[config.mk]
export PLATFORM = sky130hd
export DESIGN_NAME = sac_top
export DESIGN_NICKNAME = d
export VERILOG_FILES = /design/src/hw/sac_pkg.sv /design/src/hw/sac_top.sv
export SDC_FILE = /design/constraint.sdc
export NUM_CORES = 1
export LEC_CHECK = 0
export BUFFER_PORTS_ARGS = -buffer_cell sky130_fd_sc_hd__buf_2
export CAP_MARGIN = 0
export CORE_MARGIN = 5
export CORE_UTILIZATION = 45
export CTS_BUF_LIST = sky130_fd_sc_hd__clkbuf_2
export CTS_CLUSTER_SIZE = 16
export DETAILED_ROUTE_END_ITERATION = 6
export HOLD_SLACK_MARGIN = 0.02
export PLACE_DENSITY = 0.66
export SLEW_MARGIN = 20
export SYNTH_ARGS = -nofsm -noshare
export SYNTH_HDL_FRONTEND = slang
export SYNTH_SLANG_ARGS = --single-unit
[constraint.sdc]
create_clock -name mclk -period 6.3 [get_ports mclk]
set_input_delay 0.945 -clock mclk [delete_from_list [all_inputs] [get_ports mclk]]
set_output_delay 0.945 -clock mclk [all_outputs]
set_load 0.005 [all_outputs]
[src/hw/sac_pkg.sv]
//
// Purpose: Shared constants for the SAR converter control block
// Assumes: APB register slave, one word per register
// Notes:   Counts are in conversion clock ticks unless stated
//
package sac_pkg;

  // ****************************************************************
  // Register byte offsets
  // ****************************************************************
  localparam logic [7:0] OFS_SC1  = 8'h00;  // Channel, irq enable, done flag
  localparam logic [7:0] OFS_CONFIG_ONE = 8'h04;  // Clock source, divider, resolution
  localparam logic [7:0] OFS_CFG2 = 8'h08;  // Long sample select, speed, clock out
  localparam logic [7:0] OFS_SC2  = 8'h0C;  // Trigger, compare, dma, active
  localparam logic [7:0] OFS_SC3  = 8'h10;  // Calibration, continuous, averaging
  localparam logic [7:0] OFS_CV1  = 8'h14;  // First compare value
  localparam logic [7:0] OFS_CV2  = 8'h18;  // Second compare value
  localparam logic [7:0] OFS_RES  = 8'h1C;  // Conversion result

  // ****************************************************************
  // Field positions
  // ****************************************************************
  localparam int SC1_IEN   = 6;   // done_irq_enable
  localparam int SC1_DONE  = 7;   // conv_done_flag, read only
  localparam int CONFIG_ONE_RES  = 2;   // Resolution select, 2 bits
  localparam int CONFIG_ONE_LSMP = 4;   // Long sample enable
  localparam int CONFIG_ONE_DIV  = 5;   // Divider select, 2 bits
  localparam int CFG2_HS   = 2;   // High speed, two extra ticks
  localparam int CFG2_ACKO = 3;   // Async clock output enable
  localparam int SC2_DMA   = 2;   // DMA enable
  localparam int SC2_RNG   = 3;   // Compare mode, 2 bits
  localparam int SC2_CMPE  = 5;   // Compare enable
  localparam int SC2_TRG   = 6;   // trigger_type_bit
  localparam int SC2_ACT   = 7;   // Conversion active, read only
  localparam int SC2_ASST  = 8;   // Trigger assist enable
  localparam int SC3_AVGS  = 0;   // Average count select, 2 bits
  localparam int SC3_AVGE  = 2;   // Averaging enable
  localparam int SC3_CONT  = 3;   // Continuous mode
  localparam int SC3_CAL_FAILED_FLAG  = 6;   // cal_failed_flag, write one to clear
  localparam int SC3_CAL   = 7;   // Calibration start / in progress

  // ****************************************************************
  // Reset values and codes
  // ****************************************************************
  localparam logic [4:0] CH_RST   = 5'h1F;  // Converter deactivated
  localparam logic [4:0] CH_OFF   = 5'h1F;  // Deactivate code
  localparam logic [9:0] REG_RST  = 10'h000;

  // ****************************************************************
  // Timing counts
  // ****************************************************************
  localparam logic [7:0] SMP_SHORT = 8'h04;  // Short sample time
  localparam logic [7:0] SMP_L24   = 8'h18;  // Long sample, 24 ticks
  localparam logic [7:0] SMP_L16   = 8'h10;  // Long sample, 16 ticks
  localparam logic [7:0] SMP_L10   = 8'h0A;  // Long sample, 10 ticks
  localparam logic [7:0] SMP_L6    = 8'h06;  // Long sample, 6 ticks
  localparam logic [7:0] CONV_OVH  = 8'h04;  // Fixed ticks around the bit steps
  localparam logic [7:0] HS_EXTRA  = 8'h02;  // High speed lengthening
  localparam logic [7:0] CAL_TICKS = 8'h40;  // Calibration run length

  // Sequencer states
  typedef enum logic [1:0] {
    SAC_IDLE,
    SAC_SAMPLE,
    SAC_CONV,
    SAC_CAL
  } sac_state_e;

endpackage

[src/hw/sac_top.sv]
//
// Purpose: Conversion control for a SAR converter, APB register slave
// Assumes: Analog core returns a 16-bit left-aligned code on core_data
// Notes:   APB answers with one wait state, in the second access cycle
//
// The address map and register access over APB were chosen for this implementation.
`timescale 1ns/1ps

module sac_top #(
  parameter int ASYNC_DIV = 3  // Bus cycles per async clock tick
) (
  // Clock and reset
  input  wire logic        mclk,
  input  wire logic        rstn,
  // APB slave
  input  wire logic        psel,
  input  wire logic        penable,
  input  wire logic        pwrite,
  input  wire logic [7:0]  paddr,
  input  wire logic [31:0] pwdata,
  output logic [31:0]      prdata,
  output logic             pready,
  output logic             pslverr,
  // Trigger and system inputs
  input  wire logic        hw_trigger_in,
  input  wire logic        trigger_select_in,
  input  wire logic        alt_clk_tick,
  input  wire logic        stop_mode,
  // Analog core
  input  wire logic [15:0] core_data,
  output logic [4:0]       core_chan,
  output logic             core_sample,
  // Requests and clock out
  output logic             done_irq,
  output logic             dma_req,
  output logic             async_clock
);

  // ****************************************************************
  // Registers
  // ****************************************************************
  logic [4:0]  chan_q;        // Selected input
  logic        ien_q;         // done_irq_enable
  logic        done_q;        // conv_done_flag
  logic [6:0]  config_one_q;        // Source, resolution, long sample, divider
  logic [3:0]  cfg2_q;        // Long select, high speed, clock out
  logic [8:0]  sc2_q;         // Control part of SC2
  logic [3:0]  sc3_q;         // Averaging and continuous
  logic        cal_failed_flag_q;        // cal_failed_flag
  logic [15:0] cv1_q;         // compare_value_one
  logic [15:0] cv2_q;         // compare_value_two
  logic [15:0] res_q;         // result_register
  sac_pkg::sac_state_e st_q;  // Sequencer state
  logic        conv_act;      // Conversion or averaging in progress

  // APB decode; access completes on the edge where pready is high
  logic acc, wr, rd, hit;
  assign acc = psel & penable & pready;
  assign wr  = acc & pwrite;
  assign rd  = acc & ~pwrite;
  assign hit = (paddr[7:5] == 3'h0) & (paddr[1:0] == 2'h0);

  // Per-register write strobes and the result read strobe
  logic w_sc1, w_config_one, w_cfg2, w_sc2, w_sc3, w_cv1, w_cv2, r_res;
  assign w_sc1  = wr & (paddr == sac_pkg::OFS_SC1);
  assign w_config_one = wr & (paddr == sac_pkg::OFS_CONFIG_ONE);
  assign w_cfg2 = wr & (paddr == sac_pkg::OFS_CFG2);
  assign w_sc2  = wr & (paddr == sac_pkg::OFS_SC2);
  assign w_sc3  = wr & (paddr == sac_pkg::OFS_SC3);
  assign w_cv1  = wr & (paddr == sac_pkg::OFS_CV1);
  assign w_cv2  = wr & (paddr == sac_pkg::OFS_CV2);
  assign r_res  = rd & (paddr == sac_pkg::OFS_RES);

  // ****************************************************************
  // APB answer
  // ****************************************************************
  // One wait state so read data comes from a flop
  always_ff @(posedge mclk) begin
    if (!rstn) begin
      pready  <= 1'b0;
      pslverr <= 1'b0;
      prdata  <= 32'h00000000;
    end else begin
      pready  <= psel & penable & ~pready;
      pslverr <= psel & penable & ~pready & ~hit;
      prdata  <= 32'h00000000;
      if (psel & penable & ~pready & ~pwrite & hit) begin
        unique case (paddr)
          sac_pkg::OFS_SC1:  prdata[7:0] <= {done_q, ien_q, 1'b0, chan_q};
          sac_pkg::OFS_CONFIG_ONE: prdata[6:0] <= config_one_q;
          sac_pkg::OFS_CFG2: prdata[3:0] <= cfg2_q;
          sac_pkg::OFS_SC2:  prdata[8:0] <= {sc2_q[8], conv_act, sc2_q[6:0]};
          sac_pkg::OFS_SC3:  prdata[7:0] <= {st_q == sac_pkg::SAC_CAL, cal_failed_flag_q, 2'b00, sc3_q};
          sac_pkg::OFS_CV1:  prdata[15:0] <= cv1_q;
          sac_pkg::OFS_CV2:  prdata[15:0] <= cv2_q;
          default:           prdata[15:0] <= res_q;
        endcase
      end
    end
  end

  // ****************************************************************
  // Conversion clock
  // ****************************************************************
  logic       half_q;   // Bus clock divided by two
  logic [7:0] acnt_q;   // Async oscillator divider
  logic       atick;    // Async clock tick
  logic       src_tick; // Selected input clock tick
  logic [2:0] div_q;    // Conversion clock divider
  logic       ctick;    // conversion_clock tick
  logic [2:0] div_max;  // Divider top count
  logic       busy;     // Sequencer not idle

  assign busy  = (st_q != sac_pkg::SAC_IDLE);
  assign atick = (acnt_q == 8'(ASYNC_DIV - 1));

  // Async source runs when used or when its output is enabled
  always_ff @(posedge mclk) begin
    if (!rstn) begin
      acnt_q      <= 8'h00;
      async_clock <= 1'b0;
    end else if (cfg2_q[sac_pkg::CFG2_ACKO] || (busy && config_one_q[1:0] == 2'h3)) begin
      acnt_q <= atick ? 8'h00 : acnt_q + 8'h01;
      if (atick && cfg2_q[sac_pkg::CFG2_ACKO]) begin
        async_clock <= ~async_clock;
      end
    end else begin
      acnt_q <= 8'h00;
    end
  end

  // Input source: bus, bus/2, alternate, async
  always_comb begin
    unique case (config_one_q[1:0])
      2'h0:    src_tick = 1'b1;
      2'h1:    src_tick = half_q;
      2'h2:    src_tick = alt_clk_tick;
      default: src_tick = atick;
    endcase
  end

  // Divide ratio 1, 2, 4 or 8
  always_comb begin
    unique case (config_one_q[sac_pkg::CONFIG_ONE_DIV +: 2])
      2'h0:    div_max = 3'h0;
      2'h1:    div_max = 3'h1;
      2'h2:    div_max = 3'h3;
      default: div_max = 3'h7;
    endcase
  end
  assign ctick = src_tick & (div_q == div_max);

  // Divider restarts when idle so each run starts aligned
  always_ff @(posedge mclk) begin
    if (!rstn) begin
      half_q <= 1'b0;
      div_q  <= 3'h0;
    end else begin
      half_q <= ~half_q;
      if (!busy || ctick) begin
        div_q <= 3'h0;
      end else if (src_tick) begin
        div_q <= div_q + 3'h1;
      end
    end
  end

  // ****************************************************************
  // Phase lengths
  // ****************************************************************
  logic [7:0] smp_len, conv_len, res_bits;
  always_comb begin
    unique case (cfg2_q[1:0])
      2'h0:    smp_len = sac_pkg::SMP_L24;
      2'h1:    smp_len = sac_pkg::SMP_L16;
      2'h2:    smp_len = sac_pkg::SMP_L10;
      default: smp_len = sac_pkg::SMP_L6;
    endcase
    if (!config_one_q[sac_pkg::CONFIG_ONE_LSMP]) begin
      smp_len = sac_pkg::SMP_SHORT;
    end
    unique case (config_one_q[sac_pkg::CONFIG_ONE_RES +: 2])
      2'h0:    res_bits = 8'd8;
      2'h1:    res_bits = 8'd12;
      2'h2:    res_bits = 8'd10;
      default: res_bits = 8'd16;
    endcase
    conv_len = res_bits + sac_pkg::CONV_OVH
             + (cfg2_q[sac_pkg::CFG2_HS] ? sac_pkg::HS_EXTRA : 8'h00);
  end

  // ****************************************************************
  // Sample shaping, averaging and compare
  // ****************************************************************
  logic [15:0] samp;      // Right-justified unsigned sample
  logic [20:0] acc_q;     // Averaging sum
  logic [4:0]  avn_q;     // Samples taken in this run
  logic [4:0]  av_last;   // Last sample index of a run
  logic [20:0] sum;       // Sum including this sample
  logic [15:0] mean;      // Average of the run
  logic        last;      // This sample ends the run
  logic        cmp_ok;    // Compare passes or disabled
  logic [15:0] fin;       // Value to store

  // Truncate to resolution, low bits hold the result
  assign samp = core_data >> (5'd16 - res_bits[4:0]);

  // Count 4, 8, 16 or 32 samples
  assign av_last = 5'((6'd4 << sc3_q[1:0]) - 6'd1);
  assign last    = ~sc3_q[sac_pkg::SC3_AVGE] | (avn_q == av_last);
  assign sum     = acc_q + {5'h00, samp};
  assign mean    = 16'(sum >> (3'd2 + {1'b0, sc3_q[1:0]}));
  assign fin     = sc3_q[sac_pkg::SC3_AVGE] ? mean : samp;

  // Compare against CV1, CV2 only in range modes, same format as result
  always_comb begin
    unique case (sc2_q[sac_pkg::SC2_RNG +: 2])
      2'h0: cmp_ok = fin < cv1_q;
      2'h1: cmp_ok = fin >= cv1_q;
      2'h2: cmp_ok = (cv1_q <= cv2_q) ? (fin > cv1_q && fin < cv2_q)
                                      : (fin < cv2_q || fin > cv1_q);
      default: cmp_ok = (cv1_q <= cv2_q) ? (fin >= cv1_q && fin <= cv2_q)
                                         : (fin <= cv2_q || fin >= cv1_q);
    endcase
    if (!sc2_q[sac_pkg::SC2_CMPE]) begin
      cmp_ok = 1'b1;
    end
  end

  // ****************************************************************
  // Sequencer
  // ****************************************************************
  logic [7:0] cnt_q;     // Ticks left in the phase
  logic       armed_q;   // Trigger select pulse seen
  logic       hwt_q;     // Previous trigger level
  logic       start;     // Begin a conversion
  logic       conv_end;  // Conversion phase ends on this tick
  logic       done_ev;   // Completed result accepted
  logic       cal_abort; // Calibration disturbed
  logic       any_wr;    // Any register written

  assign any_wr   = wr & hit;
  assign conv_act = (st_q == sac_pkg::SAC_SAMPLE) | (st_q == sac_pkg::SAC_CONV);
  assign conv_end = (st_q == sac_pkg::SAC_CONV) & ctick & (cnt_q == 8'h01);
  assign done_ev  = conv_end & last & cmp_ok;

  // Software write checks the channel being written, as the stored one is
  // still the old value in that cycle; a hardware edge checks the stored one
  assign start = (st_q != sac_pkg::SAC_CAL) & (
      sc2_q[sac_pkg::SC2_TRG] ? (armed_q & hw_trigger_in & ~hwt_q & (chan_q != sac_pkg::CH_OFF))
                              : (w_sc1 && pwdata[4:0] != sac_pkg::CH_OFF));
  assign cal_abort = (st_q == sac_pkg::SAC_CAL)
                   & (sc2_q[sac_pkg::SC2_TRG] | any_wr | stop_mode);

  // Hardware trigger arming
  always_ff @(posedge mclk) begin
    if (!rstn) begin
      armed_q <= 1'b0;
      hwt_q   <= 1'b0;
    end else begin
      hwt_q <= hw_trigger_in;
      if (trigger_select_in) begin
        armed_q <= 1'b1;
      end else if (start && sc2_q[sac_pkg::SC2_TRG]) begin
        armed_q <= 1'b0;
      end
    end
  end

  // Phase state and counting
  always_ff @(posedge mclk) begin
    if (!rstn) begin
      st_q  <= sac_pkg::SAC_IDLE;
      cnt_q <= 8'h00;
      acc_q <= 21'h000000;
      avn_q <= 5'h00;
    end else if (cal_abort) begin
      st_q <= sac_pkg::SAC_IDLE;
    end else if (w_sc3 && pwdata[sac_pkg::SC3_CAL] && !sc2_q[sac_pkg::SC2_TRG]) begin
      st_q  <= sac_pkg::SAC_CAL;
      cnt_q <= sac_pkg::CAL_TICKS;
    end else if (start || (w_sc1 && busy)) begin
      st_q  <= start ? sac_pkg::SAC_SAMPLE : sac_pkg::SAC_IDLE;
      cnt_q <= smp_len;
      acc_q <= 21'h000000;
      avn_q <= 5'h00;
    end else if (ctick) begin
      unique case (st_q)
        sac_pkg::SAC_SAMPLE: begin
          cnt_q <= cnt_q - 8'h01;
          if (cnt_q == 8'h01) begin
            st_q  <= sac_pkg::SAC_CONV;
            cnt_q <= conv_len;
          end
        end
        sac_pkg::SAC_CONV: begin
          cnt_q <= cnt_q - 8'h01;
          if (conv_end) begin
            acc_q <= last ? 21'h000000 : sum;
            avn_q <= last ? 5'h00 : avn_q + 5'h01;
            cnt_q <= smp_len;
            // Continuous mode keeps going, single returns idle after the last sample of the run
            st_q  <= (last && !sc3_q[sac_pkg::SC3_CONT])
                   ? sac_pkg::SAC_IDLE : sac_pkg::SAC_SAMPLE;
          end
        end
        sac_pkg::SAC_CAL: begin
          cnt_q <= cnt_q - 8'h01;
          if (cnt_q == 8'h01) begin
            st_q <= sac_pkg::SAC_IDLE;
          end
        end
        default: begin
          cnt_q <= cnt_q;
        end
      endcase
    end
  end

  // ****************************************************************
  // Software registers
  // ****************************************************************
  // Control fields; trigger assist mirrors the done bit write
  always_ff @(posedge mclk) begin
    if (!rstn) begin
      chan_q <= sac_pkg::CH_RST;
      ien_q  <= 1'b0;
      config_one_q <= sac_pkg::REG_RST[6:0];
      cfg2_q <= sac_pkg::REG_RST[3:0];
      sc2_q  <= sac_pkg::REG_RST[8:0];
      sc3_q  <= sac_pkg::REG_RST[3:0];
      cv1_q  <= 16'h0000;
      cv2_q  <= 16'h0000;
    end else begin
      if (w_sc1) begin
        chan_q <= pwdata[4:0];
        ien_q  <= pwdata[sac_pkg::SC1_IEN];
        if (sc2_q[sac_pkg::SC2_ASST]) begin
          sc2_q[sac_pkg::SC2_TRG] <= pwdata[sac_pkg::SC1_DONE];
        end
      end
      if (w_config_one) config_one_q <= pwdata[6:0];
      if (w_cfg2) cfg2_q <= pwdata[3:0];
      if (w_sc2)  sc2_q  <= {pwdata[8], 1'b0, pwdata[6:0]};
      if (w_sc3)  sc3_q  <= pwdata[3:0];
      if (w_cv1)  cv1_q  <= pwdata[15:0];
      if (w_cv2)  cv2_q  <= pwdata[15:0];
    end
  end

  // Done flag: a completion in the clearing cycle still sets it
  always_ff @(posedge mclk) begin
    if (!rstn) begin
      done_q <= 1'b0;
      res_q  <= 16'h0000;
    end else begin
      if (done_ev) begin
        done_q <= 1'b1;
        res_q  <= fin;
      end else if (w_sc1 || r_res) begin
        done_q <= 1'b0;
      end
    end
  end

  // Calibration failed, write one clears, abort wins
  always_ff @(posedge mclk) begin
    if (!rstn) begin
      cal_failed_flag_q <= 1'b0;
    end else if (cal_abort) begin
      cal_failed_flag_q <= 1'b1;
    end else if (w_sc3 && pwdata[sac_pkg::SC3_CAL_FAILED_FLAG]) begin
      cal_failed_flag_q <= 1'b0;
    end
  end

  // ****************************************************************
  // Outputs to core and system
  // ****************************************************************
  always_ff @(posedge mclk) begin
    if (!rstn) begin
      done_irq    <= 1'b0;
      dma_req     <= 1'b0;
      core_chan   <= sac_pkg::CH_RST;
      core_sample <= 1'b0;
    end else begin
      done_irq    <= done_q & ien_q;
      dma_req     <= done_ev & sc2_q[sac_pkg::SC2_DMA];
      core_chan   <= chan_q;
      core_sample <= (st_q == sac_pkg::SAC_SAMPLE);
    end
  end

  // ****************************************************************
  // Checks
  // ****************************************************************
  chk_done_clear: assert property (@(posedge mclk) disable iff (!rstn)
    (w_sc1 || r_res) && !done_ev |=> !done_q) else $error("done not cleared");
  chk_irq_follow: assert property (@(posedge mclk) disable iff (!rstn)
    $rose(done_q) && ien_q && !w_sc1 |=> done_irq) else $error("irq missing");
  chk_dma_pulse: assert property (@(posedge mclk) disable iff (!rstn)
    done_ev && sc2_q[sac_pkg::SC2_DMA] |=> dma_req ##1 !dma_req || done_q)
    else $error("dma request wrong");
  chk_cal_abort: assert property (@(posedge mclk) disable iff (!rstn)
    st_q == sac_pkg::SAC_CAL && stop_mode |=> cal_failed_flag_q && !busy)
    else $error("calibration not aborted");
  chk_cal_failed_flag_clear: assert property (@(posedge mclk) disable iff (!rstn)
    w_sc3 && pwdata[sac_pkg::SC3_CAL_FAILED_FLAG] && !cal_abort |=> !cal_failed_flag_q)
    else $error("failed flag not cleared");
  chk_single_end: assert property (@(posedge mclk) disable iff (!rstn)
    conv_end && last && !sc3_q[sac_pkg::SC3_CONT] && !start && !w_sc1 && !w_sc3
    |=> !conv_act ##1 (!conv_act || $past(start))) else $error("single mode kept running");
  chk_sw_start: assert property (@(posedge mclk) disable iff (!rstn)
    start && !w_sc3 && !cal_abort |=> st_q == sac_pkg::SAC_SAMPLE && conv_act)
    else $error("start not taken");
  chk_cmp_gate: assert property (@(posedge mclk) disable iff (!rstn)
    $rose(done_q) |-> $past(cmp_ok) && $past(conv_end))
    else $error("done without passing compare");

endmodule // sac_top

==> flow_metrics.py <==
metrics = {
    "detailed_routing": {
        "viasPerCell": 5.73,
        "drc": 0,
        "wl_per_cell_um": 17.2,
        "drtIter0Drc": 869,
        "wl_mm": 30.5,
        "first_pass_iters": 7,
        "vias": 10100,
        "drt.antenna.violating_nets": 0,
    },
    "placement": {
        "place_inst": 1722,
        "portBuffers": 75,
        "dp_hpwl_mm": 22.7,
        "place_ws_ps": -532,
        "gp_congestion": 0.916,
    },
    "critical_path": {
        "worstPathArrival_ps": 6950,
        "required_ps": 6980,
        "critPathCaptureType": "register",
        "slowest_stage": "or4_4",
        "crit_fanout": 6,
        "ff2ff_setup_slack_ps": 20,
        "start_kind": "register",
        "critPathTopFamily": "compound AO/OA/AOI/OAI gates",
        "cp_slowest_stage_delay_ps": 550,
        "critical_path_buf_inv_count": 4,
        "crit_type": "reg2reg",
    },
    "pwr": {
        "p_int_uw": 1500,
        "swShare": 0.304,
        "p_sw_uw": 655,
        "powerDensity_nw_per_um2": 173,
        "leakage_uw": 0.00508,
        "seq_power_share": 0.479,
        "comb_power_share": 0.181,
        "power.share.clock": 0.340,
        "ir_drop_mv": 0.114,
    },
    "hold_path": {
        "hp-class": "in2reg",
    },
    "cts": {
        "htreeDepth": 4,
        "clk_pin_slew_ps": 270,
        "insertion_delay_ps": 750,
        "cts_buffers": 17,
        "clock_sinks": 156,
        "clockRootBuffer": "clkbuf_2",
        "cts_tree": "yes",
        "cts_buffer_depth": 2,
    },
    "synth": {
        "synth_area_sq_um": 10200,
        "ys_types": 95,
        "ys_seq_elements": 156,
        "synth_area_per_cell_sq_um": 7.93,
        "yosys_warnings": 0,
        "yosysSeqAreaShare": 0.305,
        "synth_cells": 1292,
        "async_flop_share": 0,
        "yosysMostFrequentCell": "nand2_1",
        "synth_area_leaders": "dfxtp_1 30%, ha_1 9.8%, nand2_1 6.4%",
        "synth-main-ff-cell": "dfxtp_1",
        "synth_edf_count": 0,
        "yosys-top-cells-count": "175 x nand2_1, 156 x dfxtp_1, 127 x a21oi_1",
        "synth.top_cell.area_share": 0.305,
        "synth_area_leader_cell": "dfxtp_1",
    },
    "timing": {
        "slew_headroom": 0.329,
        "fmax_ghz": 0.159,
        "min_period_ps": 6280,
        "setup-violations-final": 0,
        "finalCritPeriodShare": 0.996,
        "slew_violations": 0,
        "tightest_slew_ps": 1010,
        "finalHoldViolCount": 0,
        "tns_ps": 0,
        "fin_ws_ps": 23.5,
        "rsz0062_at_grt": "true",
        "finClkSkew_ps": 31.2,
    },
    "floorplanning": {
        "die_w_um": 161,
        "boundaryPins": 108,
        "core_sq_um": 22500,
        "die-area_sq_um": 25900,
        "floorplan.initialDensity": 0.455,
        "die_h_um": 161,
        "placementRows": 55,
    },
    "grt": {
        "grt_pass1_vias": 9528,
        "track_usage": 0.228,
        "antenna_found_initial": 1,
        "grt_max_degree": 53,
        "grt_pass1_wl_mm": 48.9,
        "gr-total-overflow": 0,
    },
    "run_status": {
        "status": "finished, final reports clean",
    },
    "final_layout": {
        "stdcell_count": 1770,
        "drive_above_1_share": 0.243,
        "fin_nets": 1617,
        "area_delta_synth_final_pct": 21.9,
    },
    "job": {
        "maxCapViolCount": 0,
    },
}
[through the flow]
| stage | instance area [sq um] | hold WS [ps] | utilization | total power [uW] |
|---|---|---|---|---|
| after floorplan | 10300 | 394 | - | 1320 |
| after global placement | 11700 | 405 | 0.519 | 1410 |
| after detailed placement | 11700 | 410 | 0.519 | 1420 |
| after CTS | 12100 | 349 | 0.539 | 2160 |
| after global routing | 12500 | 333 | 0.555 | 2260 |
| final | 12500 | 393 | 0.555 | 2160 |
[cell families after synthesis]
kind of cell    synth area share
simple gates               0.227
flops                      0.305
compound gates             0.212
xor+xnor                  0.0265
fa+ha+maj                 0.0996
other cells             0.000366
mux                       0.0662
buf+inv                   0.0632
[worst paths after layout]
path                   start         to  cells after the start
min reg2reg           half_q     half_q                      1
max          config_one_q[2]   res_q[6]                     27
max reg2reg  config_one_q[2]   res_q[6]                     27
min               pwdata[11]  cv2_q[11]                      3
[layer usage]
layer  routed length [um]  part of all wire  global-route usage
met3                 1810             0.059              0.0341
met5                    0                 0                   0
met2                14000              0.46               0.366
met1                14200              0.47               0.321
met4                  435             0.014              0.0589
[cells in the final DEF (no fill, tap or decap), types with 34 or more instances in the layout]
master,count
ha_1,74
nor2_1,108
buf_4,148
nand3_1,48
mux2i_1,47
a21oi_1,118
inv_1,61
buf_2,75
dfxtp_1,154
o21ai_0,34
nand2_1,173
[worst min-delay path, cell delays in order]
cell and delay, ps:
buf_2 100, nand2_1 50, a21oi_1 50
[repair_timing]
| action | 4_1_cts | 5_1_grt |
|---|---|---|
| setup endpoints to repair | 18 | 18 |
| hold buffers | 0 | 0 |
| cloned | 0 | 1 |
| setup buffers | 3 | 11 |
| pin swaps | 5 | 38 |
| resized for setup | 27 | 65 |
[power by group through the flow]
| stage | Clock [uW] | Sequential (uW) | Combinational, uW |
|---|---|---|---|
| 3_3_place_gp | 0 | 1050 | 363 |
| 3_5_place_dp | 0 | 1050 | 373 |
| 4_1_cts | 747 | 1030 | 377 |
| 6_report | 734 | 1030 | 390 |
| 2_1_floorplan | 0 | 1050 | 271 |
| 5_1_grt | 789 | 1040 | 435 |
[flip-flops by register name, indices dropped and copies added (netlist names), 5 cells and up]
name	flops
sc2_q	8
cnt_q	8
chan_q	5
avn_q	5
acnt_q	8
prdata	16
cv2_q	16
core_chan	5
config_one_q	7
res_q	16
cv1_q	16
acc_q	21
[layout make-up]
cell class,count,area [sq um]
clock inverters,15,251
inverters,63,240
fillers,2144,10000
clock buffers,17,85.1
well taps,285,357
flip-flops and latches,156,3130
repair buffers,229,1570
multi-input cells,1004,6860
diodes,1,2.50
No activity file was read; power rests on OpenSTA's default activity.
